==> config.mk <==
export PLATFORM = sky130hd
export DESIGN_NAME = ilc_level_concentrator
export DESIGN_NICKNAME = d
export VERILOG_FILES = /design/src/ilc_pkg.sv /design/src/ilc_periph_if.sv /design/src/ilc_level_concentrator.sv /design/src/ilc_slot_scan.sv
export SDC_FILE = /design/constraint.sdc
export NUM_CORES = 1
export LEC_CHECK = 0
export ABC_AREA = 1
export BUFFER_PORTS_ARGS = -buffer_cell sky130_fd_sc_hd__buf_2
export CELL_PAD_IN_SITES_DETAIL_PLACEMENT = 2
export CELL_PAD_IN_SITES_GLOBAL_PLACEMENT = 2
export CORE_MARGIN = 2
export CORE_UTILIZATION = 30
export DETAILED_ROUTE_END_ITERATION = 8
export PLACE_DENSITY = 0.73
export RECOVER_POWER = 25
export SYNTH_ARGS = -nofsm -noshare
export SYNTH_HDL_FRONTEND = slang
export SYNTH_HIERARCHICAL = 1
export SYNTH_SLANG_ARGS = --single-unit
==> constraint.sdc <==
create_clock -name sys_clk -period 3.3 [get_ports sys_clk]
set_input_delay 0.495 -clock sys_clk [delete_from_list [all_inputs] [get_ports sys_clk]]
set_output_delay 0.495 -clock sys_clk [all_outputs]
set_load 0.005 [all_outputs]
==> src/ilc_pkg.sv <==
package ilc_pkg;

    // APB register byte offsets
    localparam logic [7:0] ILC_OFS_MODULUS  = 8'h00;  // Timer reload value
    localparam logic [7:0] ILC_OFS_COUNT    = 8'h04;  // Timer count, read only
    localparam logic [7:0] ILC_OFS_PSC      = 8'h08;  // Timer status and control
    localparam logic [7:0] ILC_OFS_TB_COUNT = 8'h0C;  // Time base count, read only
    localparam logic [7:0] ILC_OFS_REF_A    = 8'h10;  // Time base reference A
    localparam logic [7:0] ILC_OFS_REF_B    = 8'h14;  // Time base reference B
    localparam logic [7:0] ILC_OFS_TB_CTL   = 8'h18;  // Time base control and status
    localparam logic [7:0] ILC_OFS_PEND     = 8'h1C;  // Controller pending, read only
    localparam logic [7:0] ILC_OFS_MASK     = 8'h20;  // Controller mask
    localparam logic [7:0] ILC_OFS_VEC      = 8'h24;  // Controller vector, read only
    localparam logic [7:0] ILC_OFS_PPEND    = 8'h28;  // Peripheral level pending
    localparam logic [7:0] ILC_OFS_CFG      = 8'h2C;  // Bridge module config
    localparam logic [7:0] ILC_OFS_CORE     = 8'h30;  // Core external irq enable

    // Timer status and control fields
    localparam int ILC_PSC_CNT_EN  = 0;  // Count enable
    localparam int ILC_PSC_REQ_EN  = 1;  // Request enable
    localparam int ILC_PSC_HALT    = 2;  // Halt control under debug
    localparam int ILC_PSC_FLAG    = 3;  // Status flag, write one to clear
    localparam int ILC_PSC_LVL_LSB = 8;  // 5-bit binary level field

    // Time base control fields
    localparam int ILC_TB_A_EN     = 0;  // Reference A enable
    localparam int ILC_TB_B_EN     = 1;  // Reference B enable
    localparam int ILC_TB_A_ST     = 2;  // Reference A status, W1C
    localparam int ILC_TB_B_ST     = 3;  // Reference B status, W1C
    localparam int ILC_TB_RUN      = 4;  // Time base count enable
    localparam int ILC_TB_LVL_LSB  = 8;  // 3-bit level field
    localparam int ILC_TB_SLOT_LSB = 12; // 2-bit slot field

    // Config and core fields
    localparam int ILC_CFG_MUX     = 0;  // Level multiplex control
    localparam int ILC_CORE_EE     = 0;  // Core external irq enable

    // Reset values and codes
    localparam logic [15:0] ILC_MASK_RESET = 16'h0000;  // All sources masked
    localparam logic [7:0]  ILC_NO_CODE    = 8'h3C;     // Code when nothing pending
    localparam logic [4:0]  ILC_SHARED_LVL = 5'h07;     // First shared level
    localparam logic [1:0]  ILC_LAST_SLOT  = 2'h3;      // Last time slot

    // Whole state of the top module
    typedef struct packed {
        logic [15:0] modulus;    // Timer reload value
        logic [15:0] count;      // Timer down counter
        logic        cnt_en;     // Timer count enable
        logic        req_en;     // Timer request enable
        logic        halt_ctl;   // Stop under debug halt
        logic        pit_flag;   // Timer status flag
        logic [4:0]  pit_level;  // Timer level, binary
        logic [31:0] tb_count;   // Time base counter
        logic [31:0] ref_a;      // Reference A
        logic [31:0] ref_b;      // Reference B
        logic        ref_a_en;   // Reference A enable
        logic        ref_b_en;   // Reference B enable
        logic        st_a;       // Reference A status
        logic        st_b;       // Reference B status
        logic        tb_run;     // Time base running
        logic [2:0]  tb_level;   // Time base level field
        logic [1:0]  tb_slot;    // Time base slot field
        logic [15:0] pend;       // Controller pending
        logic [15:0] mask;       // Controller mask
        logic [7:0]  vec;        // Controller vector code
        logic        mux_en;     // Level multiplex enable
        logic        ee;         // Core external irq enable
        logic        irq_out;    // Request to core
        logic        pready;     // APB ready
        logic [31:0] prdata;     // APB read data
        logic        pslverr;    // APB error
    } ilc_state_s;

    // Scanner state
    typedef struct packed {
        logic [1:0]  slot;       // Current time slot
        logic [31:0] pend;       // Per-level pending
        logic [7:0]  folded;     // Reduced eight levels
    } ilc_scan_s;

endpackage

==> src/ilc_periph_if.sv <==
`timescale 1ns/10ps
interface ilc_periph_if;
    logic [1:0]  slot;    // Slot being sampled
    logic [31:0] pend;    // Peripheral level pending
    logic [7:0]  folded;  // Eight reduced levels
    logic        mux_en;  // Fold levels 8 to 31 onto 7

    // Scanner side
    modport scan (output slot, output pend, output folded, input mux_en);
    // Controller side
    modport ctrl (input slot, input pend, input folded, output mux_en);
endinterface

==> src/ilc_level_concentrator.sv <==
// Implementation choices: the placing of the registers and the APB register port.
`timescale 1ns/10ps
module ilc_level_concentrator
    import ilc_pkg::*;
(
    // Clock and reset
    input  wire logic        sys_clk,
    input  wire logic        sys_rst,
    // APB slave
    input  wire logic [7:0]  paddr,
    input  wire logic        psel,
    input  wire logic        penable,
    input  wire logic        pwrite,
    input  wire logic [31:0] pwdata,
    output logic      [31:0] prdata,
    output logic             pready,
    output logic             pslverr,
    // Debug and external pins
    input  wire logic        debug_halt,
    input  wire logic [7:0]  irq_pin,
    // Peripheral module bus
    input  wire logic [7:0]  periph_irq,
    output logic      [1:0]  periph_slot,
    // Core side
    input  wire logic        core_irq_ack,
    output logic             core_irq_req,
    output logic      [7:0]  irq_code
);

    ilc_state_s   st_reg;   // Registered state
    ilc_state_s   st_next;  // Next state
    ilc_periph_if pif ();   // Link to slot scanner

    logic         wr_acc;   // Write taken this edge
    logic         rd_setup; // Setup cycle, read or write
    logic         pit_hit;  // Timer passes zero
    logic         pit_step; // Timer decrements
    logic         hit_a;    // Reference A match
    logic         hit_b;    // Reference B match
    logic         pit_req;  // Timer request
    logic         tb_req;   // Time base request
    logic [7:0]   lvl_in;   // Eight controller levels
    logic [15:0]  active;   // Unmasked pending
    logic [7:0]   code;     // Encoded vector

    // Binary level to one-hot controller input; shared levels land on 7
    function automatic logic [7:0] lvl_onehot(input logic [4:0] lvl);
        logic [7:0] oh;
        oh = 8'h00;
        if (lvl >= ILC_SHARED_LVL)
            oh[7] = 1'b1;
        else
            oh[lvl[2:0]] = 1'b1;
        return oh;
    endfunction

    // Peripheral slot scanner
    ilc_slot_scan u_scan (
        .sys_clk    (sys_clk),
        .sys_rst    (sys_rst),
        .periph_irq (periph_irq),
        .pif        (pif.scan)
    );

    assign pif.mux_en = st_reg.mux_en;

    // Write takes effect only at the access edge with ready high
    assign wr_acc   = psel & penable & pwrite & st_reg.pready;
    assign rd_setup = psel & ~penable;

    // Timer events
    always_comb
    begin
        // Halt control low means debug halt does not stop the count
        pit_step = st_reg.cnt_en & ~(st_reg.halt_ctl & debug_halt);
        pit_hit  = pit_step & (st_reg.count == 16'h0000);
        // Each reference compares on its own, gated by its enable
        hit_a    = st_reg.tb_run & st_reg.ref_a_en & (st_reg.tb_count == st_reg.ref_a);
        hit_b    = st_reg.tb_run & st_reg.ref_b_en & (st_reg.tb_count == st_reg.ref_b);
        // Conditions are ANDed with enables before reaching a level
        pit_req  = st_reg.pit_flag & st_reg.req_en;
        tb_req   = (st_reg.st_a & st_reg.ref_a_en) | (st_reg.st_b & st_reg.ref_b_en);
    end

    // Level gathering and priority encoding
    always_comb
    begin
        // One level per source, however many conditions feed it
        lvl_in = pif.folded
               | ({8{pit_req}} & lvl_onehot(st_reg.pit_level))
               | ({8{tb_req}} & lvl_onehot({st_reg.tb_slot, st_reg.tb_level}));
        active = st_reg.pend & st_reg.mask;
        code   = ILC_NO_CODE;
        // Scan downward so the lowest index is left standing
        for (int i = 15; i >= 0; i--)
        begin
            if (active[i])
                code = {i[5:0], 2'b00};
        end
    end

    // Next state
    always_comb
    begin
        st_next = st_reg;

        // Periodic timer counting and reload
        if (pit_hit)
            st_next.count = st_reg.modulus;
        else if (pit_step)
            st_next.count = st_reg.count - 16'h0001;

        // Time base runs freely while enabled
        if (st_reg.tb_run)
            st_next.tb_count = st_reg.tb_count + 32'h0000_0001;

        // Controller pending: pins at even positions, levels at odd
        for (int k = 0; k < 8; k++)
        begin
            st_next.pend[2 * k]     = irq_pin[k];
            st_next.pend[2 * k + 1] = lvl_in[k];
        end
        st_next.vec = code;

        // Request held off entirely while the core enable is clear
        st_next.irq_out = (|active) & st_reg.ee;

        // Register writes
        if (wr_acc)
        begin
            if (paddr == ILC_OFS_MODULUS)
            begin
                st_next.modulus = pwdata[15:0];
            end
            else if (paddr == ILC_OFS_PSC)
            begin
                st_next.cnt_en    = pwdata[ILC_PSC_CNT_EN];
                st_next.req_en    = pwdata[ILC_PSC_REQ_EN];
                st_next.halt_ctl  = pwdata[ILC_PSC_HALT];
                st_next.pit_level = pwdata[ILC_PSC_LVL_LSB +: 5];
                if (pwdata[ILC_PSC_FLAG])
                    st_next.pit_flag = 1'b0;
            end
            else if (paddr == ILC_OFS_REF_A)
            begin
                st_next.ref_a = pwdata;
            end
            else if (paddr == ILC_OFS_REF_B)
            begin
                st_next.ref_b = pwdata;
            end
            else if (paddr == ILC_OFS_TB_CTL)
            begin
                st_next.ref_a_en = pwdata[ILC_TB_A_EN];
                st_next.ref_b_en = pwdata[ILC_TB_B_EN];
                st_next.tb_run   = pwdata[ILC_TB_RUN];
                st_next.tb_level = pwdata[ILC_TB_LVL_LSB +: 3];
                st_next.tb_slot  = pwdata[ILC_TB_SLOT_LSB +: 2];
                if (pwdata[ILC_TB_A_ST])
                    st_next.st_a = 1'b0;
                if (pwdata[ILC_TB_B_ST])
                    st_next.st_b = 1'b0;
            end
            else if (paddr == ILC_OFS_MASK)
            begin
                st_next.mask = pwdata[15:0];
            end
            else if (paddr == ILC_OFS_CFG)
            begin
                st_next.mux_en = pwdata[ILC_CFG_MUX];
            end
            else if (paddr == ILC_OFS_CORE)
            begin
                st_next.ee = pwdata[ILC_CORE_EE];
            end
        end

        // Hardware sets after the software clear, so a same-cycle event survives
        if (pit_hit)
            st_next.pit_flag = 1'b1;
        if (hit_a)
            st_next.st_a = 1'b1;
        if (hit_b)
            st_next.st_b = 1'b1;

        // Taking the interrupt closes the door until software reopens it
        if (core_irq_ack)
            st_next.ee = 1'b0;

        // APB answer: ready for one cycle after each setup cycle
        st_next.pready = rd_setup;
        if (rd_setup)
        begin
            st_next.prdata  = 32'h0000_0000;
            st_next.pslverr = 1'b0;
            if (paddr == ILC_OFS_MODULUS)
                st_next.prdata[15:0] = st_reg.modulus;
            else if (paddr == ILC_OFS_COUNT)
                st_next.prdata[15:0] = st_reg.count;
            else if (paddr == ILC_OFS_PSC)
            begin
                st_next.prdata[ILC_PSC_CNT_EN]         = st_reg.cnt_en;
                st_next.prdata[ILC_PSC_REQ_EN]         = st_reg.req_en;
                st_next.prdata[ILC_PSC_HALT]           = st_reg.halt_ctl;
                st_next.prdata[ILC_PSC_FLAG]           = st_reg.pit_flag;
                st_next.prdata[ILC_PSC_LVL_LSB +: 5]   = st_reg.pit_level;
            end
            else if (paddr == ILC_OFS_TB_COUNT)
                st_next.prdata = st_reg.tb_count;
            else if (paddr == ILC_OFS_REF_A)
                st_next.prdata = st_reg.ref_a;
            else if (paddr == ILC_OFS_REF_B)
                st_next.prdata = st_reg.ref_b;
            else if (paddr == ILC_OFS_TB_CTL)
            begin
                // Both status bits readable so software can tell which matched
                st_next.prdata[ILC_TB_A_EN]            = st_reg.ref_a_en;
                st_next.prdata[ILC_TB_B_EN]            = st_reg.ref_b_en;
                st_next.prdata[ILC_TB_A_ST]            = st_reg.st_a;
                st_next.prdata[ILC_TB_B_ST]            = st_reg.st_b;
                st_next.prdata[ILC_TB_RUN]             = st_reg.tb_run;
                st_next.prdata[ILC_TB_LVL_LSB +: 3]    = st_reg.tb_level;
                st_next.prdata[ILC_TB_SLOT_LSB +: 2]   = st_reg.tb_slot;
            end
            else if (paddr == ILC_OFS_PEND)
                st_next.prdata[15:0] = st_reg.pend;
            else if (paddr == ILC_OFS_MASK)
                st_next.prdata[15:0] = st_reg.mask;
            else if (paddr == ILC_OFS_VEC)
                st_next.prdata[7:0] = st_reg.vec;
            else if (paddr == ILC_OFS_PPEND)
                st_next.prdata = pif.pend;
            else if (paddr == ILC_OFS_CFG)
                st_next.prdata[ILC_CFG_MUX] = st_reg.mux_en;
            else if (paddr == ILC_OFS_CORE)
                st_next.prdata[ILC_CORE_EE] = st_reg.ee;
            else
                st_next.pslverr = 1'b1;  // Unmapped address
        end
        else if (!psel)
        begin
            // Idle bus shows no stale error
            st_next.pslverr = 1'b0;
        end
    end

    // State register; reads of read-only offsets are ignored on write
    always_ff @(posedge sys_clk)
    begin
        if (sys_rst)
        begin
            st_reg      <= '0;
            st_reg.mask <= ILC_MASK_RESET;
            st_reg.vec  <= ILC_NO_CODE;
        end
        else
        begin
            st_reg <= st_next;
        end
    end

    // Outputs straight from flops
    assign prdata       = st_reg.prdata;
    assign pready       = st_reg.pready;
    assign pslverr      = st_reg.pslverr;
    assign core_irq_req = st_reg.irq_out;
    assign irq_code     = st_reg.vec;
    assign periph_slot  = pif.slot;
endmodule // ilc_level_concentrator

==> src/ilc_slot_scan.sv <==
`timescale 1ns/10ps
module ilc_slot_scan
    import ilc_pkg::*;
(
    // Clock and reset
    input  wire logic       sys_clk,
    input  wire logic       sys_rst,
    // Peripheral request lines for the current slot
    input  wire logic [7:0] periph_irq,
    // Toward the controller
    ilc_periph_if.scan      pif
);

    ilc_scan_s sc_reg;   // Registered state
    ilc_scan_s sc_next;  // Next state

    // Slot rotation, sampling and folding
    always_comb
    begin
        sc_next = sc_reg;
        // Walk all four slots without stopping
        sc_next.slot = sc_reg.slot + 2'h1;
        // Slot s, value v lands on level 8*s+v; a dropped line clears
        for (int v = 0; v < 8; v++)
        begin
            sc_next.pend[{sc_reg.slot, v[2:0]}] = periph_irq[v];
        end
        // Levels 0 to 6 pass straight through
        sc_next.folded = {1'b0, sc_reg.pend[6:0]};
        if (pif.mux_en)
        begin
            // Shared level gathers everything from 7 up
            sc_next.folded[7] = |sc_reg.pend[31:7];
        end
        else
        begin
            // Without multiplexing only level 7 itself gets through
            sc_next.folded[7] = sc_reg.pend[7];
        end
    end

    // State register
    always_ff @(posedge sys_clk)
    begin
        if (sys_rst)
            sc_reg <= '0;
        else
            sc_reg <= sc_next;
    end

    assign pif.slot   = sc_reg.slot;
    assign pif.pend   = sc_reg.pend;
    assign pif.folded = sc_reg.folded;
endmodule // ilc_slot_scan

After elaboration in Yosys (flattened, before gate mapping) --
Index checks and enable logic that the tools add are counted.
Cells by class: add/sub/neg operators 3, multiply operators 0, divide/modulo/power cells 0, magnitude comparators 22, equality and inequality tests 24, shift-type cells 0, mux-type cells 127, bitwise operators 30, reductions and logical operators 37
Operators by type and width (count):
- 31-bit 2-to-1 mux | 12
- 24-bit 2-to-1 mux | 11
- 32-bit bitwise mux | 8
- 16-bit 2-to-1 mux | 10
- 6-bit 2-to-1 mux | 17
- 32-bit 2-to-1 mux | 3
- 32-bit == test | 2
- 8-bit 2-to-1 mux | 7
- 5-bit by 6-bit < comparator with 1-bit output (second input constant) | 8
- 8-bit by 6-bit == test with 1-bit output (second input constant) | 5
- 5-bit by 1-bit >= comparator with 1-bit output (second input constant) | 8
- 1-bit 2-to-1 mux | 37
- 32-bit by 1-bit adder with 32-bit output (second input constant) | 1
- 8-bit by 5-bit == test with 1-bit output (second input constant) | 4
- 25-bit OR reduction | 1
- 7-bit AND reduction | 3
- 2-bit nonzero test | 10
- 19-bit 2-to-1 mux | 1
- 18-bit 2-to-1 mux | 1
- 2-bit != test (second input constant) | 9
- 16-bit bitwise AND | 1
- 8-bit bitwise AND | 2
- 1-bit demux with 2-bit select | 8
- 8-bit by 4-bit == test with 1-bit output (second input constant) | 2
- 30 further kinds | 72
Word-level totals: register bits 266, bits in latches 0, RAM bits 0, ROM bits 0, input bits 63, output and inout port bits 45, logic and storage cells 273, memories kept 0

Logic depth before layout (Yosys ltp) --
word-level depth 33, depth in mapped cells 16, gate-level depth less buffers 16

Modules after synthesis --
The synthesis kept the hierarchy.
By module, submodules not included:
- ilc_level_concentrator | times used 1, cells each 1707, area an instance 11568.6 µm²
- ilc_slot_scan | times used 1, cells each 199, area an instance 1667.8 µm²

Worst setup path before layout --
OpenSTA, ideal clock, no wires.
path kind reg2reg, start point register st_reg[192] (netlist name), end point register st_reg[196] (netlist name), data arrival time 1645 ps, slack 1523 ps, stages on the path, launching flop included 9, buffers on the path 1, clock period less this slack 1777 ps, cell sequence dfxtp_1 -> inv_1 -> ha_1 -> nand2_1 -> nor3_1 -> nand2_1 -> clkbuf_1 -> o211ai_1 -> a21oi_1
On the way: longest elaborated chain between the ends 3, elaborated cells between the ends (all ways) 6, classes of those cells 1 x add/sub; 2 x mux; 1 x bitwise; 2 x reduce/logical
RTL lines:
- from (decl) | line ilc_level_concentrator.sv:30 | ilc_state_s st_reg;
- from (signal assigned) | line ilc_level_concentrator.sv:258 | st_reg <= st_next;
- 16-bit by 1-bit subtractor with 16-bit output or 16-bit logical NOT (tied branches) | line ilc_level_concentrator.sv:111, ilc_level_concentrator.sv:76
- 16-bit 2-to-1 mux or 1-bit bitwise AND (tied branches) | line ilc_level_concentrator.sv:110, ilc_level_concentrator.sv:76
- 16-bit 2-to-1 mux or 2-bit nonzero test (tied branches)
Parallel ways exist; a longest one is shown, timed or not. The select of a mux whose other input is x is not followed. A chain may end at the register's enable or synchronous reset.

==> metrics.yaml <==
final_layout:
  fillers: 5226
  final_util_pct: 34.7
  fin_nets: 2012
  largest_reg_flops: 180
  drive_gt1_share_pct: 11.6
  multi_input_area_um2: 6330
  diodes: 0
  regArea_um2: 5250
  syn_to_final_growth_pct: 13.5
power:
  switching_power_uw: 1870
  switching_share_pct: 24.7
  ir_drop_uv: 278
  p_leak_uw: 0.00585
  p_total_uw: 7560
  pwr_density_cell_nw_per_um2: 503
  power_frac_clock_pct: 51.5
  seqPwrFrac_pct: 43.4
  pwr-share-comb_pct: 5.1
  p_int_uw: 5690
sta:
  finalHoldViolCount: 0
  layout_setup_ws_ns: 0.561
  max_clock_freq_mhz: 365
  drv_slew: 0
  tns_ns: 0
  fin_skew_ns: 0.0119
  finalSetupViolCount: 0
  worstMarginPinSlew_ns: 1.35
  finalCriticalPeriod_ns: 2.74
  relSlewSlack_pct: 10.3
  finalCritPeriodShare_pct: 83.0
  rsz0062_at_grt: "false"
critical_path:
  worstPathArrival_ns: 3.15
  cp_slowest_stage_delay_ns: 0.53
  end_kind: "register"
  worstSetupPathType: "reg2reg"
  startpoint_type: "register"
  critPathTopFamily: "simple AND/OR/NAND/NOR gates"
  required_ns: 3.71
  cp_max_fo: 11
  path_buf_inv: 2
  crit_path_cell_trace: "clkbuf_1 > inv_1 > nor2_1 > nand3_1 > nor3b_1 > nand3_1 > nand3b_1 > xor2_1 > nor2_1"
  worst_path_max_delay_cell: "clkbuf_1"
clocking:
  clk_pin_slew_ns: 0.06
  htree_num_levels: 2
  postCtsSetupBuffers: 0
  ctsHoldBuffers: 0
  clk_latency_ns: 0.55
  cts_made_buffers: 34
  cts_root_buffer: "clkbuf_16"
  post_cts_resize_count: 0
  clock_path_buffers: 3
  cts_tree: "yes"
  cts_sinks: 262
floorplanning:
  fp-row-count: 76
  start_util_pct: 30.6
  io_pins: 108
  die_h_um: 214
  fp.dieArea_um2: 45800
  core-area_um2: 43300
  die_x_um: 214
synthesis:
  synthMuxAreaShare_pct: 0
  netlist_area_um2: 13200
  ys_warn_count: 6
  synth_fa_ha_area_share_pct: 0.567
  synth_cells: 1906
  synthDistinctLibCells: 49
  async_flop_share_pct: 0
  synth_compound_area_share_pct: 22.7
  synth-simple-area-share_pct: 22.3
  ys_seq_area_share_pct: 39.6
  avgSynthCellArea_um2: 6.94
  synth_xor_area_share_pct: 2.32
  ys_ff_latch: 262
  yosys_most_used_dff: "dfxtp_1"
  synth_edf_count: 0
  synth_top_family_by_area: "compound AO/OA/AOI/OAI gates"
detailed_routing:
  dr.pass1.iters: 5
  via_per_inst: 5.26
  wl_per_cell_um: 23.3
  routed_wl_um: 59300
  dr_total_vias: 13420
  drtIter0Drc: 779
  remaining_drc_errors: 0
  ant_nets: 0
global_route:
  antenna_found_initial: 1
  grt_pass1_wl_um: 90000
  grt.total_usage_pct: 25.7
  grt_max_degree: 106
  grt_pass1_vias: 14399
  overflow: 0
placed_design:
  pre_cts_slack_ns: 0.672
  dp_hpwl_um: 44500
  io_buffers: 103
  gp_congestion: 0.863
run:
  maxCapViolations: 0
status:
  status: "complete, no violations"
min_path:
  hold_path_class: "in2reg"
==> power by group through the flow <==
stage               Combinational, uW  Clock (uW)  Sequential [uW]
floorplan                         242           0             3310
global placement                  391           0             3350
detailed placement                402           0             3350
CTS                               405        3970             3280
global route                      429        4100             3280
finish                            388        3890             3280
==> tightest hold or removal path: stages <==
cell and delay (ns):
buf_2 0.07, inv_1 0.03, nor2_1 0.07
==> logic make-up (layout without fill, tap and decap cells) <==
logic type               after synthesis  after routing
buffers and inverters                355            412
other                                  1              4
adder cells (fa/ha/maj)                6              6
AND/OR/NAND/NOR                      698            698
XOR/XNOR                              35             35
AO/OA/AOI/OAI                        549            549
flip-flops                           262            262
==> area by class of cell <==
class	count	area share, %
timing repair buffer	131	4.87
clock buffer	50	7.02
sequential	262	34.9
tap	585	4.87
inverter	222	5.57
multi-input combinational	1292	42.1
clock inverter	9	0.633
==> synthesized netlist by cell type (22+ instances only) <==
| cell | count | area [um^2] |
|---|---|---|
| nand4_1 | 26 | 163 |
| inv_1 | 201 | 754 |
| a21oi_1 | 245 | 1230 |
| nor3_1 | 37 | 185 |
| clkbuf_1 | 50 | 188 |
| dfxtp_1 | 262 | 5250 |
| o21ai_1 | 26 | 130 |
| nor2_1 | 226 | 848 |
| buf_4 | 53 | 398 |
| nand2_1 | 323 | 1210 |
| nand3_1 | 49 | 245 |
| o211ai_1 | 27 | 203 |
| o21ai_0 | 174 | 871 |
| o22ai_1 | 22 | 138 |
| xor2_1 | 24 | 210 |
==> path summary, 6_finish.rpt <==
path | startpoint | endpoint | slack [ns] | depth (start not counted)
min | irq_pin[4] | st_reg[69] | 0.15 | 3
min reg2reg | prdata[5] | prdata[5] | 0.46 | 2
max reg2reg | st_reg[82] | st_reg[182] | 0.56 | 9
max | st_reg[82] | st_reg[182] | 0.56 | 9
==> placed cells by master (no fill, tap or decap), types with 7 or more instances in the layout <==
master     instances
a21oi_2            7
clkinv_2           7
nor4_1            10
a21oi_1          245
xnor2_1           11
nand2_1          323
buf_4             22
nand4_1           26
nand3_1           49
a211oi_1          15
clkbuf_1          12
clkbuf_8           8
dfxtp_1          262
nor2_1           226
o21ai_0          205
clkbuf_16         37
inv_2             17
inv_1            201
o211ai_1          27
buf_2             99
nor3_1            37
a31oi_1            8
o22ai_1           22
xor2_1            24
==> per-layer routing <==
| metal | routed length [um] | share of wire (%) | vias up | global-route usage [%] |
|---|---|---|---|---|
| met5 | 0 | 0 | - | 0 |
| met4 | 2090 | 3.5 | 0 | 9.58 |
| met3 | 2590 | 4.4 | 101 | 3.63 |
| met2 | 28000 | 47 | 275 | 43.5 |
| met1 | 26600 | 45 | 6741 | 33.1 |
| li1 | - | - | 6303 | - |
==> metrics by stage <==
step	cell area, um^2	hold WS, ns	instances
after floorplan	13200	0.425	1909
after global placement	13900	0.453	2492
after detailed placement	13900	0.458	2492
after CTS	15100	0.138	2551
after global routing	15000	0.164	2551
final	15000	0.149	2551
No activity file was read; power rests on OpenSTA's default activity.
